<file path="config.mk">
export PLATFORM = sky130hd
export DESIGN_NAME = spme_entry
export DESIGN_NICKNAME = d
export VERILOG_FILES = /design/src/hdl/spme_pkg.sv /design/src/hdl/spme_sync.sv /design/src/hdl/spme_entry.sv
export SDC_FILE = /design/constraint.sdc
export NUM_CORES = 1
export LEC_CHECK = 0
export BUFFER_PORTS_ARGS = -buffer_cell sky130_fd_sc_hd__buf_2
export CAP_MARGIN = 25
export CORE_UTILIZATION = 35
export DETAILED_ROUTE_END_ITERATION = 16
export GPL_TIMING_DRIVEN = 0
export HOLD_SLACK_MARGIN = 0.15
export SYNTH_ARGS = -nofsm -noshare
export SYNTH_HDL_FRONTEND = slang
export SYNTH_SLANG_ARGS = --single-unit
</file>
<file path="constraint.sdc">
create_clock -name clk_sys -period 2.11 [get_ports clk_sys]
set_clock_uncertainty 0.2 [all_clocks]
set_input_delay 0.422 -clock clk_sys [delete_from_list [all_inputs] [get_ports clk_sys]]
set_output_delay 0.422 -clock clk_sys [all_outputs]
set_load 0.05 [all_outputs]
</file>
<file path="src/hdl/spme_pkg.sv">
// package: constants and carrier types for serial programming mode entry
`default_nettype none
package spme_pkg;
   localparam int          KEY_BITS      = 32;
   // entry key value is arbitrary
   localparam logic [31:0] KEY_DEFAULT   = 32'h3a5c_96e1;
   localparam int          SYNC_STAGES   = 2;
   localparam logic        LVE_RESET_VAL = 1'b1;

   // pin levels seen on the programming link
   typedef struct packed {
      logic sclk;
      logic sdat;
      logic mclr_n;
      logic hv;
   } spme_pins_t;

   // idle levels: master clear released high, no high voltage
   localparam spme_pins_t  PINS_IDLE     = '{sclk: 1'b0, sdat: 1'b0, mclr_n: 1'b1, hv: 1'b0};

   // bidirectional data pin driver, oe low while driving
   typedef struct packed {
      logic dat_o;
      logic dat_oe_n;
   } spme_dat_drv_t;

   typedef enum logic [1:0] {
      SPME_RUN,
      SPME_KEY,
      SPME_HV_SESSION,
      SPME_LV_SESSION
   } spme_mode_t;
endpackage : spme_pkg
`default_nettype wire

</file>
<file path="src/hdl/spme_sync.sv">
// module: two flip-flop synchroniser for a group of pin levels
`timescale 1ns/1ns
`default_nettype none
module spme_sync
   import spme_pkg::*;
(
   input  wire logic       clk_sys,
   input  wire logic       sys_rst,
   input  wire spme_pins_t pins_async,
   output var spme_pins_t  pins_sync
);
   typedef struct packed {
      spme_pins_t s1;
      spme_pins_t s2;
   } spme_sync_state_t;

   spme_sync_state_t st_reg;
   spme_sync_state_t st_next;

   always_comb begin
      st_next    = st_reg;
      st_next.s1 = pins_async;
      st_next.s2 = st_reg.s1;
   end

   // reset level: master clear released high, no high voltage
   always_ff @(posedge clk_sys or posedge sys_rst) begin
      if (sys_rst) begin
         st_reg <= '{s1: PINS_IDLE, s2: PINS_IDLE};
      end else begin
         st_reg <= st_next;
      end
   end

   assign pins_sync = st_reg.s2;
endmodule : spme_sync
`default_nettype wire

</file>
<file path="src/hdl/spme_entry.sv">
// module: program/verify mode entry logic for the two-wire programming link
`timescale 1ns/1ns
`default_nettype none
module spme_entry
   import spme_pkg::*;
#(
   parameter logic [31:0] ENTRY_KEY = KEY_DEFAULT
)
(
   input  wire logic   clk_sys,
   input  wire logic   sys_rst,
   input  wire logic   prog_serial_clock,
   input  wire logic   prog_serial_data_i,
   output logic        prog_serial_data_o,
   output logic        prog_serial_data_oe_n,
   input  wire logic   master_clear_vpp_pin,
   input  wire logic   master_clear_hv,
   input  wire logic   mclr_reset_cfg_en,
   input  wire logic   resp_bit,
   input  wire logic   resp_drive,
   input  wire logic   lve_clear_req,
   output logic        low_voltage_entry_enable,
   output logic        prog_mode,
   output logic        prog_mode_hv,
   output logic        prog_clk_rise,
   output logic        prog_data_bit,
   output logic        mclr_reset_en,
   output logic        core_reset
);
   spme_pins_t pins_async;
   spme_pins_t pins;

   assign pins_async = '{sclk: prog_serial_clock, sdat: prog_serial_data_i,
                         mclr_n: master_clear_vpp_pin, hv: master_clear_hv};

   spme_sync u_sync (
      .clk_sys    (clk_sys),
      .sys_rst    (sys_rst),
      .pins_async (pins_async),
      .pins_sync  (pins)
   );

   typedef struct packed {
      spme_mode_t    mode;
      logic          sclk_d;
      logic [31:0]   key_sr;
      logic [5:0]    key_cnt;
      logic          lve;
      logic          hv_armed;
      logic          rise;
      logic          dbit;
      spme_dat_drv_t drv;
   } spme_state_t;

   spme_state_t st_reg;
   spme_state_t st_next;
   logic        sclk_rise;

   assign sclk_rise = pins.sclk && !st_reg.sclk_d;

   function automatic logic [31:0] spme_key_shift(input logic [31:0] sr, input logic b);
      return {sr[30:0], b};
   endfunction : spme_key_shift

   function automatic logic spme_in_session(input spme_mode_t m);
      return (m == SPME_HV_SESSION) || (m == SPME_LV_SESSION);
   endfunction : spme_in_session

   always_comb begin
      st_next        = st_reg;
      st_next.sclk_d = pins.sclk;
      st_next.rise   = 1'b0;
      st_next.drv    = '{dat_o: 1'b0, dat_oe_n: 1'b1};
      // clock and data must be low before high voltage arrives
      st_next.hv_armed = !pins.hv && !pins.sclk && !pins.sdat;
      case (st_reg.mode)
         SPME_RUN: begin
            st_next.key_cnt = 6'h00;
            if (pins.hv && st_reg.hv_armed) begin
               st_next.mode = SPME_HV_SESSION;
            end else if (!pins.mclr_n && st_reg.lve) begin
               st_next.mode = SPME_KEY;
            end
         end
         SPME_KEY: begin
            if (pins.mclr_n || !st_reg.lve) begin
               st_next.mode = SPME_RUN;
            end else if (sclk_rise) begin
               st_next.key_sr  = spme_key_shift(st_reg.key_sr, pins.sdat);
               st_next.key_cnt = st_reg.key_cnt + 6'h01;
               if (st_reg.key_cnt == 6'(KEY_BITS - 1)) begin
                  // a mismatch drops to run mode, which restarts key capture while master clear stays low
                  if (spme_key_shift(st_reg.key_sr, pins.sdat) == ENTRY_KEY) begin
                     st_next.mode = SPME_LV_SESSION;
                  end else begin
                     st_next.mode = SPME_RUN;
                  end
               end
            end
         end
         SPME_HV_SESSION: begin
            if (!pins.hv) begin
               st_next.mode = SPME_RUN;
            end else if (lve_clear_req) begin
               st_next.lve = 1'b0;
            end
         end
         SPME_LV_SESSION: begin
            if (pins.mclr_n) begin
               st_next.mode = SPME_RUN;
            end
         end
         default: begin
            st_next.mode = SPME_RUN;
         end
      endcase
      if (spme_in_session(st_reg.mode)) begin
         st_next.rise = sclk_rise;
         st_next.dbit = pins.sdat;
         st_next.drv  = '{dat_o: resp_bit, dat_oe_n: !resp_drive};
      end
   end

   always_ff @(posedge clk_sys or posedge sys_rst) begin
      if (sys_rst) begin
         st_reg <= '{mode: SPME_RUN, sclk_d: 1'b0, key_sr: 32'h0000_0000,
                     key_cnt: 6'h00, lve: LVE_RESET_VAL, hv_armed: 1'b0,
                     rise: 1'b0, dbit: 1'b0, drv: 2'h1};
      end else begin
         st_reg <= st_next;
      end
   end

   assign prog_serial_data_o       = st_reg.drv.dat_o;
   assign prog_serial_data_oe_n    = st_reg.drv.dat_oe_n;
   assign low_voltage_entry_enable = st_reg.lve;
   assign prog_mode    = spme_in_session(st_reg.mode);
   assign prog_mode_hv = (st_reg.mode == SPME_HV_SESSION);
   assign prog_clk_rise = st_reg.rise;
   assign prog_data_bit = st_reg.dbit;
   assign mclr_reset_en = st_reg.lve || mclr_reset_cfg_en;
   assign core_reset    = prog_mode || (mclr_reset_en && !pins.mclr_n);
endmodule : spme_entry
`default_nettype wire

</file>
Word-level counts from Yosys, hierarchy flattened --
Cells that the tools add are included. W data, S select, Z words.
Operators by class: reductions and logical operators 23, mux-type cells 13, add/sub/neg operators 1, equality and inequality tests 12, bitwise logic cells 1
Operator list (number):
- $eq A32 B30 Y1 const B | 1
- $mux W2 | 8
- $mux W6 | 2
- $pmux W6 S2 | 1
- $ne A3 B3 Y1 const B | 3
- $reduce_and A3 Y1 | 3
- $pmux W2 S4 | 1
- $logic_not A1 Y1 | 7
- $add A6 B1 Y6 const B | 1
- $eq A6 B5 Y1 const B | 1
- $logic_and A1 B1 Y1 | 6
- $ne A2 B2 Y1 const B | 3
- $reduce_and A5 Y1 | 1
- $eq A2 B2 Y1 const B | 2
- $logic_or A1 B1 Y1 | 4
- $mux W4 | 1
- $eq A2 B1 Y1 const B | 1
- $logic_not A2 Y1 | 1
- $ne A2 B1 Y1 const B | 1
- $reduce_bool A2 Y1 | 1
- $not A1 Y1 | 1
Storage, ports and cells: logic and storage cells 68, input port bits 10, register bits after elaboration 54

Depth between registers and ports, before layout --
depth after elaboration 6, gate-level depth with buffers 6, gate-level depth less buffers 5

Modules after synthesis --
Synthesis repeated with hierarchy kept, for this count alone.
Unflattened totals: cell total of the unflattened synthesis 223, area, all modules 2198.4 um^2
Modules (own cells, without submodules):
- spme_entry | area an instance 1991.9 um^2, times used 1, seq. area each 1153.6 um^2, cells each 214
- spme_sync | area an instance 206.4 um^2, times used 1, seq. area each 202.7 um^2, cells each 9

Worst setup path before layout --
No wires, ideal clock.
kind register -> register, start reg st_reg[45] (netlist name), end reg st_reg[46] (netlist name), setup slack -0.095 ns, cell stages (with the launch flop) 5, library setup time 0.128 ns, data arrival time 1.878 ns, cells stage by stage dfrtp_1 -> nor2b_1 -> a22o_1 -> o22ai_1 -> mux2_1
On the way: word-level cells in the longest chain between the ends 3, elaborated cells on any way between the ends 11
RTL lines:
- start: declaration | line spme_entry.sv:55 | spme_state_t st_reg;
- start signal: assignment | line spme_entry.sv:126 | st_reg <= '{mode: SPME_RUN, sclk_d: 1'b0, key_sr: 32'h0000_0000,
- start signal: assignment | line spme_entry.sv:130 | st_reg <= st_next;
- $eq A2 B2 Y1 (*)
- net prog_mode_hv | line spme_entry.sv:24 | output logic prog_mode_hv,
- $ne A2 B2 Y1 (no source line)
- $reduce_and A5 Y1 (no source line)
The timed path passes the listed nets; every way through them passes the cells marked *. A chain may end at the register's enable or synchronous reset.

Worst setup path in the final report --
start reg st_reg (netlist bit low_voltage_entry_enable), end out core_reset
On the way: word-level cells in the longest chain between the ends 3
RTL lines:
- $logic_or A1 B1 Y1 | line spme_entry.sv:141 | assign mclr_reset_en = st_reg.lve || mclr_reset_cfg_en;
- $logic_and A1 B1 Y1 | line spme_entry.sv:142 | assign core_reset = prog_mode || (mclr_reset_en && !pins.mclr_n);
- $logic_or A1 B1 Y1 | line spme_entry.sv:142
- end: declaration | line spme_entry.sv:28 | output logic core_reset
Every way passes these cells.

==> run metrics <==
Inserted Clock Buffers=5; fmax=500 MHz; initial detailed-routing violation count=83; fin area=2580 µm²; WP data arrival=1.38 ns; CTS Sinks=54; Primary FF master, synth=dfrtp_1; FF+latch area=1360 µm²; HP Class=register to register; core area=5990 µm²; fin util=0.430; Seq cells post-synth=54; Leak=1.32 nW; CP peak stage delay=0.41 ns; clk buf depth=2; Initial Util=0.366; Fin. Hold Viols=0; total gr overflow=0; clock slew at reported path FFs=0.11 ns; CP max-delay cell=dfstp_2; antenna-violating nets left=0; CP Buf/Inv Count=1; num ports=19; die area=6590 µm²; post-synth cell types=35; hold slack=0.158 ns; Finished Layout Cells=332; number of placed instances, taps included=316; Max Cap Violations=0; WL/cell=11.2 µm; layout net count=267; area delta synth->final=17.5%; total track usage=0.133; Critical Path Sink Type=primary output; syn nets=233; Final min period=2.00 ns; final max-slew violation count=0; asr flop ratio synth=1.00; Syn Area/Cell=9.89 µm²; RD Place Congestion=0.737; CTS tree=yes; Setup Slack @ Placement=0.289 ns; Die X=81.2 µm; CTS resizes=0; Final setup viols=0; Skew-Pair Late Insertion Delay=0.30 ns; root buffer cell=clkbuf_8; Post-CTS Setup Inserts=0; number of global-route vias before repair=1,472; dpl hpwl=2500 µm; Multi-input gate area=787 µm²; RSZ-0062 raised after global routing=no; layout cells sized above 1=0.175; number of synthesized flops with an enable pin=0; Crit path required time=1.49 ns; global-route wire length before repair=6680 µm; P per Cell Area=897 nW/µm²; CP Max Fanout=7; crit path kind=register to primary output; Seq/Total Area, Yosys=0.618; max reg flops=41; DRC viols=0; placement-stage cell area=2400 µm²; synthesized instance count=222; Fin Setup TNS=0 ns; status=completed; Vias=1,551; CP cell instances=or2_2 -> a21o_1 -> buf_2; # H-tree levels=2; DR vias/cell=4.67; internal reg-to-reg setup slack=0.26 ns; FILL cells=568; worst slew pin tran=0.337 ns; I/O Buffers=18; Top delay family on crit path=flip-flops; Die Y=81.2 µm; CP startpoint kind=register; largest net degree at the start of global routing=44; Post-Syn Area=2190 µm²; antenna violations before repair=0; Rows=28; YS warnings=0; Max VDD drop=477 µV; max_slew headroom=0.775; worst setup margin=0.108 ns; number of diodes=0; final wirelength=3710 µm; Hold-fix buffers, CTS=8; final period utilization=0.949; Power Total=2.31 mW; DR pass1 iterations=4
final cells by class:
| type | instances | share of cell area |
|---|---|---|
| clock buffers | 5 | 0.0267 |
| repair buffers | 27 | 0.0738 |
| inverters | 4 | 0.00582 |
| multi-input cells | 156 | 0.305 |
| plain buffers | 8 | 0.0150 |
| clock inverters | 3 | 0.0112 |
| flip-flops and latches | 54 | 0.526 |
| well taps | 75 | 0.0364 |
worst register-to-register path, stage by stage (launching register included):
cell and delay [ns]:
dfstp_2 0.59, nand4bb_1 0.28, nor2_2 0.32, buf_2 0.27, nand2_1 0.08, nand2_1 0.05
path summary, 6_finish.rpt:
kind | from | endpoint | cells after the start
max | low_voltage_entry_enable | core_reset | 3
min | u_sync.st_next[3] | u_sync.pins_sync[3] | 0
max reg2reg | low_voltage_entry_enable | st_reg[40] | 5
min reg2reg | u_sync.st_next[3] | u_sync.pins_sync[3] | 0
max in group asynchronous | sys_rst | prog_serial_data_oe_n | 4
min in group asynchronous | sys_rst | u_sync.st_next[3] | 3
synth_stat cells, drive strengths merged (3+ instances only):
cell,n,area share
nor4bb,4,0.018
nor2,5,0.0097
buf,7,0.016
xnor2,3,0.012
nor3,5,0.011
inv,4,0.0068
dfrtp,50,0.57
nand3,4,0.0091
dfstp,4,0.048
o21ai,4,0.0091
nand2b,3,0.0086
nor4b,3,0.015
nand2,100,0.17
metal layers:
metal,track usage,wire (µm),vias up
met2,0.208,1710,17
met5,0,0,-
met4,0.0482,34,0
met1,0.182,1880,739
met3,0.0270,80,2
li1,-,-,793
logic make-up after synthesis:
group / count (synthesis) / share of synthesized area
mux: 2 / 0.0103
buf+inv: 12 / 0.0245
flops: 54 / 0.618
fa+ha+maj: 1 / 0.00570
compound gates: 14 / 0.0428
simple gates: 136 / 0.287
xor+xnor: 3 / 0.0120
power by group:
| group | internal (mW) | leakage, nW | switching (mW) |
|---|---|---|---|
| logic | 0.165 | 0.550 | 0.302 |
| registers | 1.15 | 0.715 | 0.0953 |
| clock network | 0.249 | 0.0506 | 0.352 |
| total | 1.56 | 1.31 | 0.749 |
layout by cell type (no fill, tap or decap), types with 4 or more instances in the layout:
cell type      instances
clkbuf_8               5
nor4bb_1               4
dfstp_2                4
nand3_1                4
buf_2                 25
nand2_1              100
dlygate4sd3_1          8
o21ai_0                4
dfrtp_1               50
nor2_1                 4
nor3_1                 5
Power figures use the tool's default switching activity.
